--- config.mk ---
export PLATFORM = sky130hd
export DESIGN_NAME = lod_logic_op_decoder
export DESIGN_NICKNAME = d
export VERILOG_FILES = /design/src/design/lod_clock_budget.v /design/src/design/lod_logic_op_decoder.v
export VERILOG_INCLUDE_DIRS = /design/src /design/src/include
export SDC_FILE = /design/constraint.sdc
export NUM_CORES = 1
export LEC_CHECK = 0
export BUFFER_PORTS_ARGS = -buffer_cell sky130_fd_sc_hd__buf_2
export CORE_UTILIZATION = 55
export CTS_CLUSTER_SIZE = 12
export DETAILED_ROUTE_END_ITERATION = 10
export GPL_TIMING_DRIVEN = 0
export PLACE_DENSITY = 0.78
export SYNTH_ARGS = -nofsm -noshare
export SYNTH_HDL_FRONTEND = slang
export SYNTH_HIERARCHICAL = 1
export SYNTH_SLANG_ARGS = --single-unit
--- constraint.sdc ---
create_clock -name clk -period 3 [get_ports clk]
set_input_delay 0.3 -clock clk [delete_from_list [all_inputs] [get_ports clk]]
set_output_delay 0.3 -clock clk [all_outputs]
set_load 0.1 [all_outputs]
--- src/include/lod_defines.vh ---
`ifndef LOD_DEFINES_VH
`define LOD_DEFINES_VH

// ----------------------------------------
// Opcode bytes
// ----------------------------------------
`define LOD_ESCAPE        8'h0F
`define LOD_DSHR_IMM      8'hAC
`define LOD_DSHR_CNT      8'hAD
`define LOD_AND_RR        6'h08
`define LOD_OR_RR         6'h02
`define LOD_XOR_RR        6'h0C
`define LOD_AND_ACC       7'h12
`define LOD_OR_ACC        7'h06
`define LOD_XOR_ACC       7'h1A
`define LOD_TEST_RM       7'h42
`define LOD_TEST_ACC      7'h54
`define LOD_GRP_IMM       7'h40
`define LOD_GRP_UNARY     7'h7B
`define LOD_SUB_AND       3'h4
`define LOD_SUB_OR        3'h1
`define LOD_SUB_XOR       3'h6
`define LOD_SUB_TEST      3'h0
`define LOD_SUB_NOT       3'h2
`define LOD_MOD_REG       2'h3

// ----------------------------------------
// Operation codes
// ----------------------------------------
`define LOD_OP_NONE       3'h0
`define LOD_OP_DSHR       3'h1
`define LOD_OP_AND        3'h2
`define LOD_OP_OR         3'h3
`define LOD_OP_XOR        3'h4
`define LOD_OP_TEST       3'h5
`define LOD_OP_NOT        3'h6

// ----------------------------------------
// Clock budgets
// ----------------------------------------
`define LOD_CLK_2         4'h2
`define LOD_CLK_3         4'h3
`define LOD_CLK_5         4'h5
`define LOD_CLK_6         4'h6
`define LOD_CLK_7         4'h7

`endif

--- src/design/lod_clock_budget.v ---
`timescale 1ns/1ps
`default_nettype none
`include "lod_defines.vh"

module lod_clock_budget (
    input  wire [2:0] op,
    input  wire       memDest,
    input  wire       memSrc,
    input  wire       accForm,
    output reg  [3:0] clocks
);
    always @* begin
        clocks = 4'h0;
        case (op)
            `LOD_OP_DSHR: clocks = memDest ? `LOD_CLK_7 : `LOD_CLK_3;
            `LOD_OP_TEST:
                clocks = (memDest && !accForm) ? `LOD_CLK_5 : `LOD_CLK_2;
            `LOD_OP_NOT:  clocks = memDest ? `LOD_CLK_6 : `LOD_CLK_2;
            `LOD_OP_AND, `LOD_OP_OR, `LOD_OP_XOR: begin
                if (accForm)
                    clocks = `LOD_CLK_2;
                else if (memDest)
                    clocks = `LOD_CLK_7;
                else if (memSrc)
                    clocks = `LOD_CLK_6;
                else
                    clocks = `LOD_CLK_2;
            end
            default: clocks = 4'h0;
        endcase
    end
endmodule // lod_clock_budget

`default_nettype wire

--- src/design/lod_logic_op_decoder.v ---
// Function
// - Escape plus AC: double right shift, immediate
// - Escape plus AD: double right shift, count register
// - Flag-only AND writes flags, never result
// - F6/F7 sub 000 decodes flag-only AND
// - A8/A9 immediate: accumulator flag-only AND
`timescale 1ns/1ps
`default_nettype none
`include "lod_defines.vh"

module lod_logic_op_decoder (
    input  wire       clk,
    input  wire       rst,
    input  wire       byteValid,
    input  wire [7:0] byteIn,
    output reg        decValid_q,
    output reg  [2:0] decOp_q,
    output reg        decFullSize_q,
    output reg        decRegIsDest_q,
    output reg        decMemOperand_q,
    output reg        decAccForm_q,
    output reg        decImmCount_q,
    output reg        decCountLow_q,
    output reg        decNeedImm_q,
    output reg        decWriteResult_q,
    output reg        decWriteFlags_q,
    output reg  [2:0] decRegField_q,
    output reg  [2:0] decRmField_q,
    output reg  [3:0] decClocks_q,
    output reg        decIllegal_q
);
    // ----------------------------------------
    // States
    // ----------------------------------------
    localparam [2:0] ST_FIRST  = 3'b001;
    localparam [2:0] ST_SECOND = 3'b010;
    localparam [2:0] ST_MODRM  = 3'b100;

    reg  [2:0] state_q;
    reg  [2:0] state_d;
    reg  [2:0] op_q;
    reg  [2:0] op_d;
    reg        full_q;
    reg        full_d;
    reg        dirReg_q;
    reg        dirReg_d;
    reg        isShift_q;
    reg        isShift_d;
    reg        immCnt_q;
    reg        immCnt_d;
    reg        grpImm_q;
    reg        grpImm_d;
    reg        grpUnary_q;
    reg        grpUnary_d;
    reg        emit;
    reg  [2:0] eOp;
    reg        eMem;
    reg        eMemSrc;
    reg        eAcc;
    reg        eNeedImm;
    reg        eIllegal;
    reg        eRegDest;
    reg  [2:0] eReg;
    reg  [2:0] eRm;
    wire [3:0] eClocks;

    // ----------------------------------------
    // Helpers
    // ----------------------------------------
    function [2:0] subOp;
        input [2:0] sub;
        input       unary;
        begin
            subOp = `LOD_OP_NONE;
            if (unary) begin
                if (sub == `LOD_SUB_TEST)
                    subOp = `LOD_OP_TEST;
                else if (sub == `LOD_SUB_NOT)
                    subOp = `LOD_OP_NOT;
            end else begin
                if (sub == `LOD_SUB_AND)
                    subOp = `LOD_OP_AND;
                else if (sub == `LOD_SUB_OR)
                    subOp = `LOD_OP_OR;
                else if (sub == `LOD_SUB_XOR)
                    subOp = `LOD_OP_XOR;
            end
        end
    endfunction

    function [2:0] rrOp;
        input [5:0] hi;
        begin
            case (hi)
                `LOD_AND_RR: rrOp = `LOD_OP_AND;
                `LOD_OR_RR:  rrOp = `LOD_OP_OR;
                `LOD_XOR_RR: rrOp = `LOD_OP_XOR;
                default:     rrOp = `LOD_OP_NONE;
            endcase
        end
    endfunction

    // ----------------------------------------
    // Decode
    // ----------------------------------------
    always @* begin
        state_d    = state_q;
        op_d       = op_q;
        full_d     = full_q;
        dirReg_d   = dirReg_q;
        isShift_d  = isShift_q;
        immCnt_d   = immCnt_q;
        grpImm_d   = grpImm_q;
        grpUnary_d = grpUnary_q;
        emit       = 1'b0;
        eOp        = `LOD_OP_NONE;
        eMem       = 1'b0;
        eMemSrc    = 1'b0;
        eAcc       = 1'b0;
        eNeedImm   = 1'b0;
        eIllegal   = 1'b0;
        eRegDest   = 1'b0;
        eReg       = 3'h0;
        eRm        = 3'h0;
        if (byteValid) begin
            case (state_q)
                ST_FIRST: begin
                    full_d     = byteIn[0];
                    dirReg_d   = byteIn[1];
                    isShift_d  = 1'b0;
                    grpImm_d   = 1'b0;
                    grpUnary_d = 1'b0;
                    op_d       = rrOp(byteIn[7:2]);
                    if (byteIn == `LOD_ESCAPE) begin
                        state_d = ST_SECOND;
                    end else if (op_d != `LOD_OP_NONE) begin
                        state_d = ST_MODRM;
                    end else if (byteIn[7:1] == `LOD_TEST_RM) begin
                        op_d     = `LOD_OP_TEST;
                        dirReg_d = 1'b0;
                        state_d  = ST_MODRM;
                    end else if (byteIn[7:1] == `LOD_GRP_IMM) begin
                        grpImm_d = 1'b1;
                        state_d  = ST_MODRM;
                    end else if (byteIn[7:1] == `LOD_GRP_UNARY) begin
                        // Bit 1 is fixed here, not a direction bit
                        grpUnary_d = 1'b1;
                        dirReg_d   = 1'b0;
                        state_d    = ST_MODRM;
                    end else begin
                        // Short accumulator forms skip the selector byte
                        emit     = 1'b1;
                        eAcc     = 1'b1;
                        eNeedImm = 1'b1;
                        eRegDest = 1'b1;
                        case (byteIn[7:1])
                            `LOD_TEST_ACC: eOp = `LOD_OP_TEST;
                            `LOD_AND_ACC:  eOp = `LOD_OP_AND;
                            `LOD_OR_ACC:   eOp = `LOD_OP_OR;
                            `LOD_XOR_ACC:  eOp = `LOD_OP_XOR;
                            default: begin
                                eAcc     = 1'b0;
                                eNeedImm = 1'b0;
                                eRegDest = 1'b0;
                                eIllegal = 1'b1;
                            end
                        endcase
                    end
                end
                ST_SECOND: begin
                    full_d    = 1'b1;
                    dirReg_d  = 1'b0;
                    isShift_d = 1'b1;
                    op_d      = `LOD_OP_DSHR;
                    if (byteIn == `LOD_DSHR_IMM) begin
                        immCnt_d = 1'b1;
                        state_d  = ST_MODRM;
                    end else if (byteIn == `LOD_DSHR_CNT) begin
                        immCnt_d = 1'b0;
                        state_d  = ST_MODRM;
                    end else begin
                        emit     = 1'b1;
                        eIllegal = 1'b1;
                        state_d  = ST_FIRST;
                    end
                end
                ST_MODRM: begin
                    emit     = 1'b1;
                    state_d  = ST_FIRST;
                    eReg     = byteIn[5:3];
                    eRm      = byteIn[2:0];
                    eOp      = op_q;
                    if (grpImm_q || grpUnary_q)
                        eOp = subOp(byteIn[5:3], grpUnary_q);
                    // Memory operand unless mod selects a register
                    eMem     = byteIn[7:6] != `LOD_MOD_REG;
                    eRegDest = dirReg_q;
                    eMemSrc  = eMem && dirReg_q;
                    if (eMemSrc)
                        eMem = 1'b0;
                    eNeedImm = grpImm_q || (isShift_q && immCnt_q)
                             || (grpUnary_q && eOp == `LOD_OP_TEST);
                    eIllegal = eOp == `LOD_OP_NONE;
                end
                default: state_d = ST_FIRST;
            endcase
        end
    end

    lod_clock_budget uBudget (
        .op      (eOp),
        .memDest (eMem),
        .memSrc  (eMemSrc),
        .accForm (eAcc),
        .clocks  (eClocks)
    );

    // ----------------------------------------
    // Registers
    // ----------------------------------------
    always @(posedge clk or posedge rst) begin
        if (rst) begin
            state_q          <= ST_FIRST;
            op_q             <= `LOD_OP_NONE;
            full_q           <= 1'b0;
            dirReg_q         <= 1'b0;
            isShift_q        <= 1'b0;
            immCnt_q         <= 1'b0;
            grpImm_q         <= 1'b0;
            grpUnary_q       <= 1'b0;
            decValid_q       <= 1'b0;
            decOp_q          <= `LOD_OP_NONE;
            decFullSize_q    <= 1'b0;
            decRegIsDest_q   <= 1'b0;
            decMemOperand_q  <= 1'b0;
            decAccForm_q     <= 1'b0;
            decImmCount_q    <= 1'b0;
            decCountLow_q    <= 1'b0;
            decNeedImm_q     <= 1'b0;
            decWriteResult_q <= 1'b0;
            decWriteFlags_q  <= 1'b0;
            decRegField_q    <= 3'h0;
            decRmField_q     <= 3'h0;
            decClocks_q      <= 4'h0;
            decIllegal_q     <= 1'b0;
        end else begin
            state_q    <= state_d;
            op_q       <= op_d;
            full_q     <= full_d;
            dirReg_q   <= dirReg_d;
            isShift_q  <= isShift_d;
            immCnt_q   <= immCnt_d;
            grpImm_q   <= grpImm_d;
            grpUnary_q <= grpUnary_d;
            decValid_q <= emit;
            if (emit) begin
                decOp_q          <= eIllegal ? `LOD_OP_NONE : eOp;
                decFullSize_q    <= full_d;
                decRegIsDest_q   <= eRegDest;
                decMemOperand_q  <= eMem || eMemSrc;
                decAccForm_q     <= eAcc;
                decImmCount_q    <= eOp == `LOD_OP_DSHR && immCnt_q;
                decCountLow_q    <= eOp == `LOD_OP_DSHR && !immCnt_q;
                decNeedImm_q     <= eNeedImm;
                // Compare-style op leaves the destination untouched
                decWriteResult_q <= !eIllegal && eOp != `LOD_OP_TEST;
                decWriteFlags_q  <= !eIllegal && eOp != `LOD_OP_NOT;
                decRegField_q    <= eReg;
                decRmField_q     <= eRm;
                decClocks_q      <= eIllegal ? 4'h0 : eClocks;
                decIllegal_q     <= eIllegal;
            end
        end
    end
endmodule // lod_logic_op_decoder

`default_nettype wire

==> impl_metrics.csv <==
group,metric,value,unit
run_status,run_status,"finished clean",
drt,vias,1943,
drt,finalWirelength,5.07,mm
floorplan,rows,22,
synth,asyncSetResetFlopFracSynth,100,%
place,preCtsSetupSlack,-101,ps
setup_path,worst_r2r_path_depth,11,
synth,synth.net_count,258,
drt,dr.first_iter.drc_count,134,
final_layout,total_number_of_nets_in_the_final_design,296,
final_layout,share_of_post_route_cells_with_drive_strength_above_1,22.0,%
place,dp_hpwl,3.80,mm
drt,route.detailed.wl_per_inst,15.2,um
sta,rsz_0062_raised_after_global_routing,"no",
sta,period_share,92.7,%
setup_path,worst_r2r_endpoint,"decClocks_q[2]",
synth,synth_top_cells_by_count,"sky130_fd_sc_hd__nand2_1, sky130_fd_sc_hd__dfrtp_1, sky130_fd_sc_hd__o21ai_0",
pwr,leakage,1.14,nW
synth,number_of_warnings_reported_in_the_yosys_synthesis_log,6,
cts,numCtsBuffers,5,
floorplan,boundary_pins,35,
sta,clock-skew-final,3.54,ps
floorplan,die-height,64.7,um
cts,cts_buffer_depth,2,
setup_path,worst_setup_path_start_kind,"input pin",
cts,clock_sinks,36,
cts,htree_levels,2,
place,numPortBuffers,32,
cts,cts-hold-fix-buffers,0,
global_route,grt-ovfl-total,0,
synth,synth.area.top_cells,"sky130_fd_sc_hd__dfrtp_1, sky130_fd_sc_hd__nand2_1, sky130_fd_sc_hd__o21ai_0",
synth,ys_ff_latch,36,
pwr,power_per_cell_area,834,nW/um^2
min_path,hold_path_class,"input pin to async pin",
setup_path,highest_fanout_seen_on_the_critical_path,8,
floorplan,start_util,58.2,%
setup_path,endpoint_kind,"flop",
synth,library_cell_occupying_the_most_area_in_the_post_synthesis_netlist,"sky130_fd_sc_hd__dfrtp_1",
floorplan,floorplan_die_width,64.7,um
drt,number_of_iterations_in_the_first_detailed_routing_pass,4,
sta,relSlewSlack,52.3,%
setup_path,worst-endpoint-arrival,3000,ps
synth,synth_top_area_share,40.5,%
setup_path,r2r_setup_slack,280,ps
global_route,antenna_found_initial,0,
flow_run,maxCapViolations,0,
sta,final_hold_vio_count,0,
global_route,grt_pass1_wl,8.59,mm
drt,vias_per_cell,5.82,
global_route,first_global_vias,1754,
synth,post_synthesis_cell_area,2160,sq um
setup_path,worst_r2r_startpoint,"state_q[0]",
setup_path,worst-endpoint-required,3220,ps
synth,synth_sequential_area_ratio,41.7,%
cts,tritoncts_clock_tree,"done",
cts,post_cts_setup_driven_buffer_insertion_count,0,
sta,post-route-min-period,2780,ps
synth,synthesis.instances,247,
synth,number_of_flops_mapped_to_enable_cells_by_yosys,0,
final_layout,fin_util,66.6,%
sta,max_freq,359,MHz
cts,clock_insertion_delay_at_the_later_pin_of_the_skew_report,290,ps
synth,ys_dominant_reg_cell,"sky130_fd_sc_hd__dfrtp_1",
sta,slew_viol_final,0,
sta,hold-worst-slack,116,ps
drt,post_drt_antenna_nets,0,
pwr,irDropWorstVdd,532,uV
final_layout,antennaDiodeCount,0,
floorplan,fp.coreArea,3720,sq um
sta,worst_slack,218,ps
sta,setup_viol,0,
place,finalWeightedCongestion,0.933,
drt,detail_route.drc_violations,0,
cts,clk_transition_reported_paths,80,ps
final_layout,post_layout_nonfiller_instances,334,
sta,worst_slew_pin_slew,715,ps
setup_path,worstSetupPathType,"input pin to flop",
synth,yosysMostFrequentCell,"sky130_fd_sc_hd__nand2_1",
synth,synth_area_per_cell,8.76,sq um
place,dp_cells,327,
synth,synthDistinctLibCells,62,
global_route,maximum_number_of_pins_on_one_net_before_global_route_repair,37,
global_route,track_usage,27.6,%
final_layout,layout.filler_cells,320,
floorplan,fp.dieArea,4190,sq um
final_layout,area.growth.synth_to_final,14.4,%
cts,cts_root_buf,"sky130_fd_sc_hd__clkbuf_8",
==> what timing repair did <==
item | 4_1_cts | 5_1_grt
resized for setup | 1 | 1
pin swaps | 0 | 0
endpoints found under the setup margin | 1 | 3
==> area by class of cell <==
class | count | area (sq um) | share of cell area [%]
Clock buffer | 5 | 68.8 | 2.78
Buffer | 19 | 103 | 4.15
Multi-Input combinational cell | 187 | 1150 | 46.4
Timing Repair Buffer | 32 | 160 | 6.47
Inverter | 4 | 15.0 | 0.607
Sequential cell | 36 | 902 | 36.5
Tap cell | 48 | 60.1 | 2.43
Clock inverter | 3 | 18.8 | 0.758
==> worst max-delay path, cell delays in order <==
cell and delay [ps]:
sky130_fd_sc_hd__buf_2 140, sky130_fd_sc_hd__or4b_2 730, sky130_fd_sc_hd__o21ai_1 200, sky130_fd_sc_hd__nor4_1 80, sky130_fd_sc_hd__a31oi_1 460, sky130_fd_sc_hd__nor2_2 110
sky130_fd_sc_hd__buf_6 160, sky130_fd_sc_hd__and3_4 160, sky130_fd_sc_hd__or3_1 360, sky130_fd_sc_hd__o211ai_1 90, sky130_fd_sc_hd__nand2_1 60, sky130_fd_sc_hd__o21ai_0 130
==> cells in the final DEF, fill, tap and decap left out, types with 2 or more instances in the layout <==
| cell type | synthesis | layout |
|---|---|---|
| sky130_fd_sc_hd__nor4_1 | 2 | 2 |
| sky130_fd_sc_hd__buf_4 | 4 | 4 |
| sky130_fd_sc_hd__nand4_1 | 2 | 2 |
| sky130_fd_sc_hd__buf_2 | 0 | 32 |
| sky130_fd_sc_hd__buf_6 | 2 | 2 |
| sky130_fd_sc_hd__and2_1 | 6 | 6 |
| sky130_fd_sc_hd__a31oi_1 | 5 | 5 |
| sky130_fd_sc_hd__nand3b_1 | 3 | 3 |
| sky130_fd_sc_hd__clkinv_2 | 0 | 2 |
| sky130_fd_sc_hd__o31ai_1 | 3 | 3 |
| sky130_fd_sc_hd__nor3b_1 | 5 | 4 |
| sky130_fd_sc_hd__a21oi_1 | 8 | 8 |
| sky130_fd_sc_hd__a21o_1 | 8 | 8 |
| sky130_fd_sc_hd__nand2b_1 | 7 | 7 |
| sky130_fd_sc_hd__dfrtp_1 | 35 | 35 |
| sky130_fd_sc_hd__o21ai_1 | 4 | 4 |
| sky130_fd_sc_hd__nand2_1 | 42 | 42 |
| sky130_fd_sc_hd__nor2_2 | 1 | 2 |
| sky130_fd_sc_hd__o21a_1 | 2 | 2 |
| sky130_fd_sc_hd__clkbuf_8 | 0 | 5 |
| sky130_fd_sc_hd__nor2_1 | 10 | 9 |
| sky130_fd_sc_hd__clkbuf_1 | 12 | 11 |
| sky130_fd_sc_hd__a22oi_1 | 3 | 3 |
| sky130_fd_sc_hd__nor2b_1 | 5 | 5 |
| sky130_fd_sc_hd__nor3_1 | 6 | 6 |
| sky130_fd_sc_hd__inv_1 | 4 | 3 |
| sky130_fd_sc_hd__a32o_1 | 4 | 4 |
| sky130_fd_sc_hd__o21ai_0 | 21 | 21 |
| sky130_fd_sc_hd__and3b_1 | 2 | 2 |
| sky130_fd_sc_hd__nand3_1 | 5 | 5 |
| sky130_fd_sc_hd__or3_1 | 2 | 2 |
==> power breakdown <==
| part | leakage (nW) | switching [mW] | internal (mW) |
|---|---|---|---|
| Clock | 0.0479 | 0.184 | 0.162 |
| Combinational | 0.611 | 0.827 | 0.249 |
| Sequential | 0.479 | 0.0534 | 0.590 |
==> per-layer routing <==
| metal | track usage (%) | part of all wire (%) | vias up | wire [um] |
|---|---|---|---|---|
| met2 | 42.4 | 45 | 55 | 2290 |
| met1 | 38.1 | 48 | 920 | 2440 |
| met3 | 5.99 | 5.1 | 9 | 261 |
| met5 | 0 | 0 | - | 0 |
| met4 | 9.72 | 1.7 | 0 | 84 |
| li1 | - | - | 959 | - |
==> through the flow <==
step	cell area, sq um	TNS [ps]	total power [mW]
2_1_floorplan	2160	0	1.53
3_3_place_gp	2380	-81.0	1.72
3_5_place_dp	2380	-101	1.73
4_1_cts	2480	0	2.07
5_1_grt	2470	0	2.17
6_report	2470	0	2.07
==> sequential cells by signal, indices dropped and copies added, names as in the netlist, 3 cells and up <==
signal,cells
decRegField_q,3
decOp_q,3
state_q,3
decClocks_q,4
op_q,3
decRmField_q,3
==> cell families (layout without fill, tap and decap cells) <==
kind of cell	after synthesis	count (layout)	share of synthesized area (%)
mux	1	1	0.520
xor+xnor	2	2	0.810
simple gates	111	111	28.1
buf+inv	24	63	5.61
flops	36	36	41.7
other cells	1	1	0.173
compound gates	72	72	23.1
==> how the worst max path moves through the flow <==
| stage | cells after the start | to | startpoint |
|---|---|---|---|
| after CTS | 12 | decClocks_q[2] | state_q[0] |
| after global placement | 12 | decClocks_q[2] | state_q[0] |
| final | 12 | decClocks_q[2] | byteIn[3] |
| after global routing | 11 | decClocks_q[2] | state_q[0] |
| after floorplan | 12 | decClocks_q[2] | state_q[0] |
| after detailed placement | 12 | decClocks_q[2] | state_q[0] |
Note: power is estimated with default switching activity, not from simulation.
